<file path="config.mk">
export PLATFORM = sky130hd
export DESIGN_NAME = lcd_command_init_sequence
export DESIGN_NICKNAME = d
export VERILOG_FILES = /design/src/lcd_cmd_pkg.sv /design/src/lcd_addr_ctr.sv /design/src/lcd_char_ram.sv /design/src/lcd_command_init_sequence.sv
export SDC_FILE = /design/constraint.sdc
export NUM_CORES = 1
export LEC_CHECK = 0
export BUFFER_PORTS_ARGS = -buffer_cell sky130_fd_sc_hd__clkbuf_2
export CORE_ASPECT_RATIO = 1.2
export CORE_MARGIN = 8
export CORE_UTILIZATION = 37
export DETAILED_ROUTE_END_ITERATION = 10
export PLACE_DENSITY = 0.49
export SLEW_MARGIN = 0
export SYNTH_ARGS = -nofsm -noshare
export SYNTH_HDL_FRONTEND = slang
export SYNTH_SLANG_ARGS = --single-unit
</file>
<file path="constraint.sdc">
create_clock -name i_clk -period 3.25 [get_ports i_clk]
set_clock_uncertainty 0.1 [all_clocks]
set_input_delay 0.4875 -clock i_clk [delete_from_list [all_inputs] [get_ports i_clk]]
set_output_delay 0.4875 -clock i_clk [all_outputs]
set_load 0.1 [all_outputs]
</file>
<file path="src/lcd_cmd_pkg.sv">
/*
  constants for the character lcd command interpreter: command codes, field
  positions, reset values and ram layout.
  assumes: used by lcd_command_init_sequence and its two helper modules.
*/
package lcd_cmd_pkg;

  // command byte codes and opcode masks
  localparam logic [7:0] CMD_ADDR_MASK    = 8'h80;
  localparam logic [7:0] CMD_SYSCFG_VAL   = 8'h60;
  localparam logic [7:0] CMD_SYSCFG_MASK  = 8'hF0;
  localparam logic [7:0] CMD_PWRSAVE_VAL  = 8'h40;
  localparam logic [7:0] CMD_PWRSAVE_MASK = 8'hF0;
  localparam logic [7:0] CMD_PWRCTL_VAL   = 8'h50;
  localparam logic [7:0] CMD_PWRCTL_MASK  = 8'hF8;
  localparam logic [7:0] CMD_DISP_VAL     = 8'h30;
  localparam logic [7:0] CMD_DISP_MASK    = 8'hF8;
  localparam logic [7:0] CMD_CONTRAST     = 8'hA8;
  localparam logic [7:0] CMD_ICON_MASK    = 8'hFE;
  localparam logic [7:0] CMD_ICON_VAL     = 8'hA0;

  // field positions inside command bytes
  localparam int DISP_EN_BIT    = 0;
  localparam int DISP_BLINK_BIT = 1;
  localparam int DISP_CURS_BIT  = 2;
  localparam int PWR_REG_BIT    = 0;
  localparam int PWR_FOL_BIT    = 1;
  localparam int PWR_BOOST_BIT  = 2;
  localparam int PS_BIT         = 0;
  localparam int ICON_SEL_BIT   = 0;

  // reset values
  localparam logic [2:0] PWR_RESET      = 3'h0;
  localparam logic [4:0] CONTRAST_RESET = 5'h00;
  localparam logic [7:0] ICON_RESET     = 8'h00;

  // character ram layout
  localparam int          RAM_AW       = 7;
  localparam int          RAM_DEPTH    = 128;
  localparam logic [6:0]  LINE0_BASE   = 7'h30;
  localparam logic [6:0]  LINE1_BASE   = 7'h40;
  localparam logic [6:0]  LINE2_BASE   = 7'h50;
  localparam int          LINE_CHARS   = 13;

  // decoder states
  typedef enum logic [1:0] {
    ST_IDLE     = 2'b00,
    ST_CONTRAST = 2'b01,
    ST_ICON     = 2'b11
  } dec_state_e;

endpackage : lcd_cmd_pkg

</file>
<file path="src/lcd_addr_ctr.sv">
/*
  ram address counter: loaded by the address command, advanced per data write.
  assumes: single clock, active low asynchronous reset.
*/
`timescale 1ns/100ps
module lcd_addr_ctr
  import lcd_cmd_pkg::*;
#(
  parameter int AW = RAM_AW
) (
  // clock and reset
  input  wire logic          i_clk,
  input  wire logic          i_nrst,
  input  wire logic          i_ce,
  // control
  input  wire logic          i_load,
  input  wire logic [AW-1:0] i_load_val,
  input  wire logic          i_inc,
  // address
  output logic      [AW-1:0] o_addr
);

  logic [AW-1:0] addr_r;
  logic [AW-1:0] addr_nxt;

  // load beats increment; wraps at top of space
  always_comb begin
    addr_nxt = addr_r;
    if (i_load) begin
      addr_nxt = i_load_val;
    end else if (i_inc) begin
      addr_nxt = addr_r + AW'(1);
    end
  end

  always_ff @(posedge i_clk or negedge i_nrst) begin
    if (!i_nrst) begin
      addr_r <= '0;
    end else if (i_ce) begin
      addr_r <= addr_nxt;
    end
  end

  assign o_addr = addr_r;

endmodule : lcd_addr_ctr

</file>
<file path="src/lcd_char_ram.sv">
/*
  character ram: flip-flop storage with one write port and one read port.
  assumes: written by the interpreter, read by the display side; no clear on reset.
*/
`timescale 1ns/100ps
module lcd_char_ram
  import lcd_cmd_pkg::*;
#(
  parameter int DEPTH = RAM_DEPTH,
  parameter int AW    = RAM_AW
) (
  // clock
  input  wire logic          i_clk,
  input  wire logic          i_ce,
  // write port
  input  wire logic          i_we,
  input  wire logic [AW-1:0] i_waddr,
  input  wire logic [7:0]    i_wdata,
  // read port
  input  wire logic [AW-1:0] i_raddr,
  output logic      [7:0]    o_rdata
);

  logic [7:0] mem_r [DEPTH];
  logic [7:0] rdata_r;

  // storage: no reset, contents unknown until written
  genvar g;
  generate
    for (g = 0; g < DEPTH; g++) begin : g_cell
      always_ff @(posedge i_clk) begin
        if (i_ce && i_we && (i_waddr == AW'(g))) begin
          mem_r[g] <= i_wdata;
        end
      end
    end
  endgenerate

  // registered read
  always_ff @(posedge i_clk) begin
    if (i_ce) begin
      rdata_r <= mem_r[i_raddr];
    end
  end

  assign o_rdata = rdata_r;

endmodule : lcd_char_ram

</file>
<file path="src/lcd_command_init_sequence.sv">
/*
  command interpreter of a character lcd controller: decodes host command and
  data bytes and holds the display, power, contrast, icon and config state.
  assumes: host write strobe is a one-cycle pulse synchronous to i_clk, and the
  host keeps its own start-up waits.
*/
// Operation
// - reset leaves display, power save, power blocks, icons off, contrast zero.
// - reset does not clear character, glyph or symbol ram contents.
// - lines start at 30h, 40h, 50h, thirteen writes each.
// - command with top bit set, other than A0h/A1h/A8h, loads seven-bit ram address.
// - data byte stores at current address, address then advances.
// - system configuration command 64h selects glyph ram use, lines, scan order.
// - contrast is command A8h followed by data byte carrying value.
// - power command 50h plus three bits switches booster, follower, regulator.
// - display command 30h base with cursor, blink, enable bits.
// - static icons run only in standby; icon command A0h/A1h plus data.
`timescale 1ns/100ps
module lcd_command_init_sequence
  import lcd_cmd_pkg::*;
#(
  parameter int AW = RAM_AW
) (
  // clock and reset
  input  wire logic          i_clk,
  input  wire logic          i_nrst,
  input  wire logic          i_ce,
  // host byte port
  input  wire logic          i_wr,
  input  wire logic          i_register_select,
  input  wire logic [7:0]    i_data,
  // display read port
  input  wire logic [AW-1:0] i_disp_addr,
  output logic      [7:0]    o_disp_char,
  // display control state
  output logic               o_display_on,
  output logic               o_cursor_on,
  output logic               o_blink_on,
  // power control state
  output logic               o_booster_enable,
  output logic               o_follower_enable,
  output logic               o_regulator_enable,
  output logic               o_power_save_bit,
  output logic      [1:0]    o_power_save_opt,
  output logic               o_standby,
  // configuration
  output logic               o_cfg_valid,
  output logic      [3:0]    o_sys_cfg,
  output logic      [4:0]    o_contrast,
  output logic      [7:0]    o_icon0,
  output logic      [7:0]    o_icon1,
  output logic               o_icons_active,
  // status
  output logic      [AW-1:0] o_ram_addr
);

  dec_state_e    state_r,     state_nxt;
  logic [2:0]    disp_r,      disp_nxt;
  logic [2:0]    pwr_r,       pwr_nxt;
  logic [2:0]    ps_r,        ps_nxt;
  logic [3:0]    cfg_r,       cfg_nxt;
  logic          cfg_vld_r,   cfg_vld_nxt;
  logic [4:0]    contrast_r,  contrast_nxt;
  logic [7:0]    icon0_r,     icon0_nxt;
  logic [7:0]    icon1_r,     icon1_nxt;
  logic          icon_sel_r,  icon_sel_nxt;
  logic          is_cmd;
  logic          is_data;
  logic          addr_load;
  logic          ram_we;
  logic [AW-1:0] ram_addr;

  assign is_cmd  = i_wr && !i_register_select;
  assign is_data = i_wr &&  i_register_select;

  // address command: top bit set, low seven bits are the address
  assign addr_load = is_cmd && ((i_data & CMD_ADDR_MASK) == CMD_ADDR_MASK)
                     && (i_data != CMD_CONTRAST)
                     && ((i_data & CMD_ICON_MASK) != CMD_ICON_VAL);

  // data bytes go to ram only when no parameter byte is pending
  assign ram_we = is_data && (state_r == ST_IDLE);

  // address counter
  lcd_addr_ctr #(
    .AW         (AW)
  ) u_addr (
    .i_clk      (i_clk),
    .i_nrst     (i_nrst),
    .i_ce       (i_ce),
    .i_load     (addr_load),
    .i_load_val (i_data[AW-1:0]),
    .i_inc      (ram_we),
    .o_addr     (ram_addr)
  );

  // character ram, line bases 30h/40h/50h fall inside it
  lcd_char_ram #(
    .DEPTH   (RAM_DEPTH),
    .AW      (AW)
  ) u_ram (
    .i_clk   (i_clk),
    .i_ce    (i_ce),
    .i_we    (ram_we),
    .i_waddr (ram_addr),
    .i_wdata (i_data),
    .i_raddr (i_disp_addr),
    .o_rdata (o_disp_char)
  );

  // command decode and parameter byte sequencing
  always_comb begin
    state_nxt    = state_r;
    disp_nxt     = disp_r;
    pwr_nxt      = pwr_r;
    ps_nxt       = ps_r;
    cfg_nxt      = cfg_r;
    cfg_vld_nxt  = cfg_vld_r;
    contrast_nxt = contrast_r;
    icon0_nxt    = icon0_r;
    icon1_nxt    = icon1_r;
    icon_sel_nxt = icon_sel_r;
    // every command is decoded at once; it also drops a pending parameter
    if (is_cmd) begin
      state_nxt = ST_IDLE;
      if (i_data == CMD_CONTRAST) begin
        state_nxt = ST_CONTRAST;
      end else if ((i_data & CMD_ICON_MASK) == CMD_ICON_VAL) begin
        icon_sel_nxt = i_data[ICON_SEL_BIT];
        state_nxt    = ST_ICON;
      end else if ((i_data & CMD_SYSCFG_MASK) == CMD_SYSCFG_VAL) begin
        cfg_nxt     = i_data[3:0];
        cfg_vld_nxt = 1'b1;
      end else if ((i_data & CMD_PWRCTL_MASK) == CMD_PWRCTL_VAL) begin
        pwr_nxt = i_data[2:0];
      end else if ((i_data & CMD_PWRSAVE_MASK) == CMD_PWRSAVE_VAL) begin
        ps_nxt = {i_data[3:2], i_data[PS_BIT]};
      end else if ((i_data & CMD_DISP_MASK) == CMD_DISP_VAL) begin
        disp_nxt = i_data[2:0];
      end
    end else if (is_data) begin
      case (state_r)
        ST_CONTRAST: begin
          contrast_nxt = i_data[4:0];
          state_nxt    = ST_IDLE;
        end
        ST_ICON: begin
          if (icon_sel_r) begin
            icon1_nxt = i_data;
          end else begin
            icon0_nxt = i_data;
          end
          state_nxt = ST_IDLE;
        end
        default: begin
          state_nxt = ST_IDLE; // plain data goes to ram
        end
      endcase
    end
  end

  // state registers; reset values give everything off
  always_ff @(posedge i_clk or negedge i_nrst) begin
    if (!i_nrst) begin
      state_r    <= ST_IDLE;
      disp_r     <= 3'h0;
      pwr_r      <= PWR_RESET;
      ps_r       <= 3'h0;
      cfg_r      <= 4'h0;
      cfg_vld_r  <= 1'b0;
      contrast_r <= CONTRAST_RESET;
      icon0_r    <= ICON_RESET;
      icon1_r    <= ICON_RESET;
      icon_sel_r <= 1'b0;
    end else if (i_ce) begin
      state_r    <= state_nxt;
      disp_r     <= disp_nxt;
      pwr_r      <= pwr_nxt;
      ps_r       <= ps_nxt;
      cfg_r      <= cfg_nxt;
      cfg_vld_r  <= cfg_vld_nxt;
      contrast_r <= contrast_nxt;
      icon0_r    <= icon0_nxt;
      icon1_r    <= icon1_nxt;
      icon_sel_r <= icon_sel_nxt;
    end
  end

  // output mapping
  assign o_display_on       = disp_r[DISP_EN_BIT];
  assign o_cursor_on        = disp_r[DISP_CURS_BIT];
  assign o_blink_on         = disp_r[DISP_BLINK_BIT];
  assign o_booster_enable   = pwr_r[PWR_BOOST_BIT];
  assign o_follower_enable  = pwr_r[PWR_FOL_BIT];
  assign o_regulator_enable = pwr_r[PWR_REG_BIT];
  assign o_power_save_bit   = ps_r[0];
  assign o_power_save_opt   = ps_r[2:1];
  assign o_cfg_valid        = cfg_vld_r;
  assign o_sys_cfg          = cfg_r;
  assign o_contrast         = contrast_r;
  assign o_icon0            = icon0_r;
  assign o_icon1            = icon1_r;
  assign o_ram_addr         = ram_addr;

  // standby: power save set with all power blocks off
  assign o_standby      = ps_r[0] && (pwr_r == 3'h0);
  // icons shown only in standby
  assign o_icons_active = o_standby && !disp_r[DISP_EN_BIT];

endmodule : lcd_command_init_sequence

</file>
### Word-level counts from Yosys, hierarchy flattened

Memory sizes are Yosys's and may differ from the RTL's. A register that Yosys moved wholly into a read port is not among the register bits.
Cells that the tools add are included.

| word-level totals | value |
|---|---|
| register bits after elaboration | 45 |
| latch bits | 0 |
| RAM bits | 1,024 |
| memory bits (read-only) | 0 |
| output and inout bits | 52 |
| word-level logic and storage cells | 1,081 |
| memories | 1 |

Memory list:

| memory | words | width | rd ports | clocked after memory_dff | write ports | RTL line | source |
|---|---|---|---|---|---|---|---|
| u_ram.mem_r | 128 | 8 | 1 | 1 | 1 | lcd_char_ram.sv:24 | `logic [7:0] mem_r [DEPTH];` |

| cells by class | value |
|---|---|
| add/subtract/negate cells | 1 |
| $mul | 0 |
| div/mod/pow operators | 0 |
| $lt $le $gt $ge | 0 |
| equal/unequal tests | 137 |
| shifts and indexed selects | 0 |
| mux-type cells | 643 |
| bitwise gates (word level) | 7 |
| reductions and logical operators | 281 |

Operators with widths:

| kind | number |
|---|---|
| $mux W8 | 127 |
| $reduce_or A8 Y1 | 127 |
| $mux W7 | 129 |
| $eq A7 B7 Y1 const B | 65 |
| $mux W1 | 383 |
| $eq A7 B6 Y1 const B | 32 |
| $logic_and A1 B1 Y1 | 137 |
| $eq A7 B5 Y1 const B | 16 |
| $eq A7 B4 Y1 const B | 8 |
| $eq A7 B3 Y1 const B | 4 |
| $reduce_and A5 Y1 | 3 |
| $eq A7 B2 Y1 const B | 2 |
| $eq A4 B3 Y1 const B | 2 |
| $eq A8 B8 Y1 const B | 1 |
| $mux W2 | 4 |
| $ne A8 B8 Y1 const B | 1 |
| $reduce_and A4 Y1 | 2 |
| $reduce_and A8 Y1 | 1 |
| $add A7 B1 Y7 const B | 1 |
| $eq A7 B1 Y1 const B | 1 |
| $logic_not A7 Y1 | 1 |
| $ne A7 B7 Y1 const B | 1 |
| $not A1 Y1 | 7 |
| $reduce_and A7 Y1 | 1 |
| 10 further kinds | 13 |

### Longest topological paths before layout

Gate-level depths: netlist of run 1.

| logic depth | value |
|---|---|
| depth in word-level cells | 134 |
| gate-level depth with buffers | 7 |

### Cells and area by module

Synthesis of run 1 repeated with hierarchy kept, for this count alone.

| unflattened totals | value |
|---|---|
| cell total of the unflattened synthesis | 1,780 |
| area, all modules | 41,735.0 µm² |

By module, submodules not included:

| module | times used | cells an instance | area each (µm²) |
|---|---|---|---|
| lcd_char_ram | 1 | 1,629 | 39,695.6 |
| lcd_command_init_sequence | 1 | 103 | 1,609.0 |
| lcd_addr_ctr | 1 | 48 | 430.4 |

### Worst setup path before layout of run 1

OpenSTA, ideal clock, no wires.

| timing path | value |
|---|---|
| path type | reg2out |
| start point | reg ps_r[0] |
| end point | out o_icons_active |
| data arrival time | 5.664 ns |
| setup slack | -3.001 ns |
| stages on the path, launching flop included | 3 |
| buffers on the path | 0 |
| path through | dfrtp_1 -> nor4b_1 -> nor2b_1 |

| on the way | value |
|---|---|
| cells in the longest elaborated chain, start to end | 2 |

RTL lines:

| item | RTL line | source |
|---|---|---|
| from (decl) | lcd_command_init_sequence.sv:60 | `logic [2:0] ps_r, ps_nxt;` |
| from (signal assigned) | lcd_command_init_sequence.sv:179 | `ps_r <= ps_nxt;` |
| $logic_and A1 B1 Y1 | lcd_command_init_sequence.sv:206 | `assign o_standby = ps_r[0] && (pwr_r == 3'h0);` |
| via o_standby | lcd_command_init_sequence.sv:45 | `output logic o_standby,` |
| $logic_and A1 B1 Y1 | lcd_command_init_sequence.sv:208 | `assign o_icons_active = o_standby && !disp_r[DISP_EN_BIT];` |
| to (decl) | lcd_command_init_sequence.sv:52 | `output logic o_icons_active,` |

The timed path passes the listed nets, and every way through them passes these cells.

==> flow_summary.toml, run 1 <==
[run_status]
run_status = "complete, no violations"

[detailed_routing]
detail_route.wl_per_cell_um = 27.95
viasPerCell = 5.260
drc = 0
dr.pass1.iters = 5
drt_iter0_markers = 1784
drt-total-wl_um = 103700
drtAntennaViolNets = 0
vias = 19520

[pwr]
peakVddDrop_mv = 0.4059
p_leak_uw = 0.01605
power_density_nw_per_um2 = 622.4
clockPowerShare_pct = 41.0
p_sw_uw = 7279
p_sw_share_pct = 23.66
comb_power_share_pct = 8.7
power_frac_seq_pct = 50.3
internal-power_uw = 23490

[timing]
hold_viol_final = 0
rsz0062_at_grt = "false"
hold_slack_ns = 0.1688
drv_slew = 0
period_share_pct = 83.07
min_period_ns = 2.700
worst_pin_slew_ns = 1.111
fin_ws_ns = 0.5502
setup_viol = 0
fmax_mhz = 370.4
slew_headroom_pct = 25.90

[cells_and_area]
layout_common_cells = "edfxtp_1, mux4_2, buf_4"
antennaDiodeCount = 0
fin_cells = 3712
nFillCells = 9582
final_common_cell = "edfxtp_1"
drive_above_1_share_pct = 39.09
design_area_um2 = 49440
syn_to_final_growth_pct = 18.59
layout.nets = 2138

[place]
placed_cell_area_um2 = 45760
io_buffers = 71
dp_slack_ns = -0.1585
globalplace.congestion = 0.7708
placed_cells = 3501
place_hpwl_um = 67460

[floorplan]
initial_core_util_pct = 37.11
pin_count = 72
die_w_um = 322.4
dieArea_um2 = 123700
core.rowCount = 135
coreArea_um2 = 112300
die_h_um = 383.7

[clocking]
cts_htree_levels = 3
ctsResizeCount = 0
cts_setup_buffers = 0
cts_made_buffers = 111
cts_root_buf = "clkbuf_16"
clockBufferDepth = 3
cts_num_sinks = 1077
path_clk_slew_ns = 0.06
cts_tree = "done"
clock_latency_ns = 0.70

[worst_setup_path]
cp_data_arrival_time_ns = 3.05
path_class = "reg2reg"
worst_setup_path_start_kind = "register"
critPathMaxFanout = 1
worstPathRequired_ns = 3.60
endpoint_kind = "register"

[synthesis]
synth.distinct_cells = 38
synthCells = 1779
yosysSeqAreaShare_pct = 77.04
synth-edff-count = 1032
avgSynthCellArea_um2 = 23.43
async_flop_share_pct = 4.178
synth_ff_type = "edfxtp_1"
netlist_area_um2 = 41690
ys_seq_elements = 1077
syn_nets = 1803
yosys_warnings = 0

[grt]
grt_pass1_wl_um = 150200
grt_pass1_vias = 20550
grt_max_degree = 96
grt_use_total_pct = 16.86
gr-total-overflow = 0
antenna_found_initial = 9

[hold_path]
hp-class = "in2reg"

[run]
maxCapViolations = 0
final cells by class:
class	count	area, µm²	share of cell area (%)
clock buffers	138	3005	6.079
clock inverters	66	603.1	1.220
multi-input cells	600	9159	18.53
flip-flops and latches	1077	32120	64.97
inverters	8	30.03	0.06074
repair buffers	316	2633	5.325
well taps	1507	1886	3.814
flip-flops by register name, summed over array words and instances, names as in the netlist:
name	flops
icon_sel_r	1
o_icon0	8
u_addr.o_addr	7
o_cfg_valid	1
u_ram.mem_r	1024
o_contrast	5
state_r	2
o_icon1	8
disp_r	3
o_sys_cfg	4
ps_r	3
pwr_r	3
u_ram.o_rdata	8
repair_timing:
action | in CTS | in global routing
endpoints found under the setup margin | 0 | 0
hold buffers | 7 | 0
hold endpoints to repair | 48 | 0
critical path, stage by stage, from the launching register on:
cell and delay (ns):
edfxtp_1 0.37, mux4_2 0.51, mux4_2 0.59, mux4_2 0.58
mux2_2 0.29
cell families after synthesis:
group,synth area share (%)
flops,77.04
buf+inv,1.056
compound gates,0.2972
fa+ha+maj,0.1201
mux,19.46
simple gates,2.026
through the flow:
stage,utilization [%],setup TNS (ns),power [µW]
2_1_floorplan,-,0,17370
5_1_grt,44.01,0,31710
6_report,44.01,0,30770
3_5_place_dp,40.74,-1.004,18480
3_3_place_gp,40.74,-0.9726,18450
4_1_cts,44.01,0,31150
final timing paths:
check	cells after the start	to	slack, ns	from
worst min register to register	1	o_cfg_valid	0.40	o_cfg_valid
min in group asynchronous	2	u_addr.o_addr[3]	0.27	i_nrst
worst max register to register	4	u_ram.o_rdata[4]	0.55	u_ram.mem_r[90][4]
max in group asynchronous	3	o_cfg_valid	2.14	i_nrst
worst min-delay path	5	state_r[1]	0.17	i_data[2]
worst max-delay path	4	u_ram.o_rdata[4]	0.55	u_ram.mem_r[90][4]
power by group through the flow:
stage | Clock (µW) | Sequential, µW | Combinational (µW)
after global routing | 13400 | 15500 | 2820
after global placement | 0 | 15800 | 2680
after CTS | 12900 | 15500 | 2720
final | 12600 | 15500 | 2660
after detailed placement | 0 | 15800 | 2710
after floorplan | 0 | 16200 | 1130
cell usage after synthesis, types with 2 or more instances:
master | n | area (µm²)
edfxtp_1 | 1032 | 30990
mux4_2 | 336 | 7567
nor2_1 | 133 | 499.2
clkbuf_1 | 53 | 198.9
dfrtp_1 | 45 | 1126
mux2_2 | 44 | 495.5
buf_2 | 19 | 95.09
nand3_1 | 17 | 85.08
buf_1 | 14 | 52.55
nand2_1 | 12 | 45.04
inv_1 | 8 | 30.03
buf_4 | 7 | 52.55
nand4_1 | 6 | 37.54
mux2i_1 | 5 | 50.05
o22ai_1 | 5 | 31.28
ha_1 | 4 | 50.05
a22oi_1 | 3 | 22.52
and3_1 | 3 | 18.77
nand2b_1 | 3 | 18.77
nand3b_1 | 3 | 22.52
nor2b_1 | 3 | 18.77
nor3_1 | 3 | 15.01
nor4_1 | 3 | 18.77
a22o_1 | 2 | 17.52
nor4b_1 | 2 | 17.52
or3_1 | 2 | 12.51
routing by layer:
| layer | global-route usage [%] | vias to the layer above | wire length, µm |
|---|---|---|---|
| met5 | 0 | - | 13 |
| met4 | 5.068 | 2 | 2420 |
| met3 | 2.886 | 122 | 5840 |
| met2 | 27.24 | 561 | 50530 |
| met1 | 23.49 | 10590 | 44940 |
| li1 | - | 8245 | - |
Power figures use the tool's default switching activity.
==> run 2: changes to the inputs <==
clock period = 2.5 ns   (was 3.25 ns; I/O delays follow)
==> run 2 against run 1 <==
Flip-flop and latch count stayed put. Worst hold slack worse by 0.11 ns. Power is 29% higher. Setup slack worse by 0.77 ns. Global-route usage is 0.82 points higher. The flow now finishes with violations (negative setup slack). Non-clock buffer count is 26 higher. Cell count is 0.51% higher. Wire length is 5.0% higher. Combinational power is 33% higher. Core utilization is 0.26 points higher. Sequential share of layout area is 0.34 points lower.
==> flow_summary.toml, run 2 (synthesized netlist as in run 1, its figures left out) <==
[run_status]
run_status = "finished with violations"
violations = "negative setup slack"

[floorplan]
initial_core_util_pct = 37.11
dieArea_um2 = 123700
pin_count = 72
coreArea_um2 = 112300
core.rowCount = 135
die_w_um = 322.4
die_h_um = 383.7

[worst_setup_path]
endpoint = "u_ram.o_rdata[1]"
r2r-start = "u_ram.mem_r[22][1]"
worst_setup_path_start_kind = "register"
critPathTopFamily = "multiplexers"
critPathSlowestCell = "mux4_2"
critPathMostFrequentCell = "mux4_2"
cp_data_arrival_time_ns = 3.07
max_stage_delay_ns = 0.63
r2r-end = "u_ram.o_rdata[1]"
worstPathRequired_ns = 2.85
crit_buf_inv = 0
crit_start = "u_ram.mem_r[22][1]"
endpoint_kind = "register"
critPathMaxFanout = 1
path_class = "reg2reg"
crit_cells = 4
crit_chain = "mux4_2 -> mux4_2 -> mux4_2 -> mux2_4"
reg2regPathDepth = 4
r2r_slack_ns = -0.22

[pwr]
comb_power_share_pct = 9.0
clockPowerShare_pct = 40.2
p_leak_uw = 0.01616
p_sw_uw = 9421
p_total_uw = 39720
internal-power_uw = 30290
peakVddDrop_mv = 0.5241
p_sw_share_pct = 23.72
power_density_nw_per_um2 = 798.7
power_frac_seq_pct = 50.8

[detailed_routing]
drt-total-wl_um = 109000
drt_iter0_markers = 1986
dr.pass1.iters = 5
vias = 19760
viasPerCell = 5.297
detail_route.wl_per_cell_um = 29.20
drtAntennaViolNets = 0
drc = 0

[timing]
drv_slew = 0
hold_viol_final = 0
fin_ws_ns = -0.2204
min_period_ns = 2.720
rsz0062_at_grt = "true"
worst_pin_slew_ns = 1.063
slew_headroom_pct = 29.13
setup_viol = 8
fmax_mhz = 367.6
period_share_pct = 108.8
fin_setup_tns_ns = -1.125
hold_slack_ns = 0.05440

[clocking]
cts_setup_buffers = 0
cts_htree_levels = 3
clockBufferDepth = 3
cts_root_buf = "clkbuf_16"
cts_made_buffers = 108
cts_num_sinks = 1077
path_clk_slew_ns = 0.06
cts_tree = "done"
clock_latency_ns = 0.71

[grt]
grt_pass1_vias = 21050
grt_use_total_pct = 17.69
grt_pass1_wl_um = 157300
antenna_found_initial = 10
grt_max_degree = 137
gr-total-overflow = 0

[cells_and_area]
regMostFlops = "u_ram.mem_r"
largest_reg_flops = 1024
layout.nets = 2161
syn_to_final_growth_pct = 19.27
final_common_cell = "edfxtp_1"
drive_above_1_share_pct = 39.68
nFillCells = 9506
layout_common_cells = "edfxtp_1, mux4_2, buf_4"

[place]
io_buffers = 71
globalplace.congestion = 0.7540
place_hpwl_um = 69680

[hold_path]
hp-class = "in2async"

[run]
maxCapViolations = 0
run 2: cell types whose count changed in the layout (fill, tap and decap cells not counted), sizes merged:
cell	previous run	this run
diode	0	1
dlygate4sd3	7	5
clkinv	47	39
buf	250	278
bufinv	10	11
clkbuf	197	196
run 2: repair_timing:
item	in CTS	in global routing
resized for setup	4	0
endpoints found under the setup margin	10	8
pin swaps	0	0
hold endpoints to repair	54	0
gates cloned	0	0
hold buffers	5	0
run 2: per-layer routing:
layer | share of wire, % | up-vias | track usage (%) | routed length, µm
li1 | - | 8286 | - | -
met1 | 43 | 10800 | 24.59 | 46990
met2 | 50 | 586 | 29.42 | 54350
met3 | 5.6 | 91 | 2.981 | 6062
met4 | 1.4 | 0 | 3.718 | 1555
met5 | 0 | - | 0 | 0
run 2: worst min path at each step:
| stage | start | endpoint | slack [ns] | cells past startpoint |
|---|---|---|---|---|
| final | i_nrst | o_contrast[0] | 0.05 | 2 |
| after global routing | i_nrst | o_icon0[2] | 0.05 | 2 |
| after CTS | i_wr | state_r[1] | 0.003 | 4 |
| after detailed placement | i_nrst | o_icon0[0] | 0.26 | 1 |
| after global placement | i_nrst | o_icon0[0] | 0.24 | 1 |
| after floorplan | i_nrst | disp_r[0] | -0.02 | 0 |
run 2: power by group through the flow:
stage | logic (µW) | registers, µW | clock network [µW]
6_report | 3550 | 20200 | 16000
5_1_grt | 3770 | 20200 | 17000
4_1_cts | 3630 | 20200 | 16400
3_5_place_dp | 3610 | 20500 | 0
3_3_place_gp | 3570 | 20500 | 0
2_1_floorplan | 1550 | 21100 | 0
run 2: cell type report:
type / instances / area (µm²) / share of cell area (%)
inverter: 8 / 30.03 / 0.06039
tap: 1507 / 1886 / 3.792
sequential: 1077 / 32140 / 64.63
antenna: 1 / 2.502 / 0.005033
clock inverter: 59 / 616.8 / 1.241
multi-input combinational: 600 / 9163 / 18.43
timing repair buffer: 342 / 3034 / 6.102
clock buffer: 137 / 2854 / 5.740
run 2: per-stage QoR:
step | area, µm² | worst slack [ns] | std cells | util [%]
final | 49720 | -0.2204 | 3731 | 44.27
after detailed placement | 46180 | -0.8628 | 3529 | 41.12
after global placement | 46180 | -0.8789 | 3529 | 41.12
after floorplan | 42100 | -0.4829 | 1779 | -
after global routing | 49720 | -0.2427 | 3731 | 44.27
after CTS | 49720 | -0.2398 | 3730 | 44.26
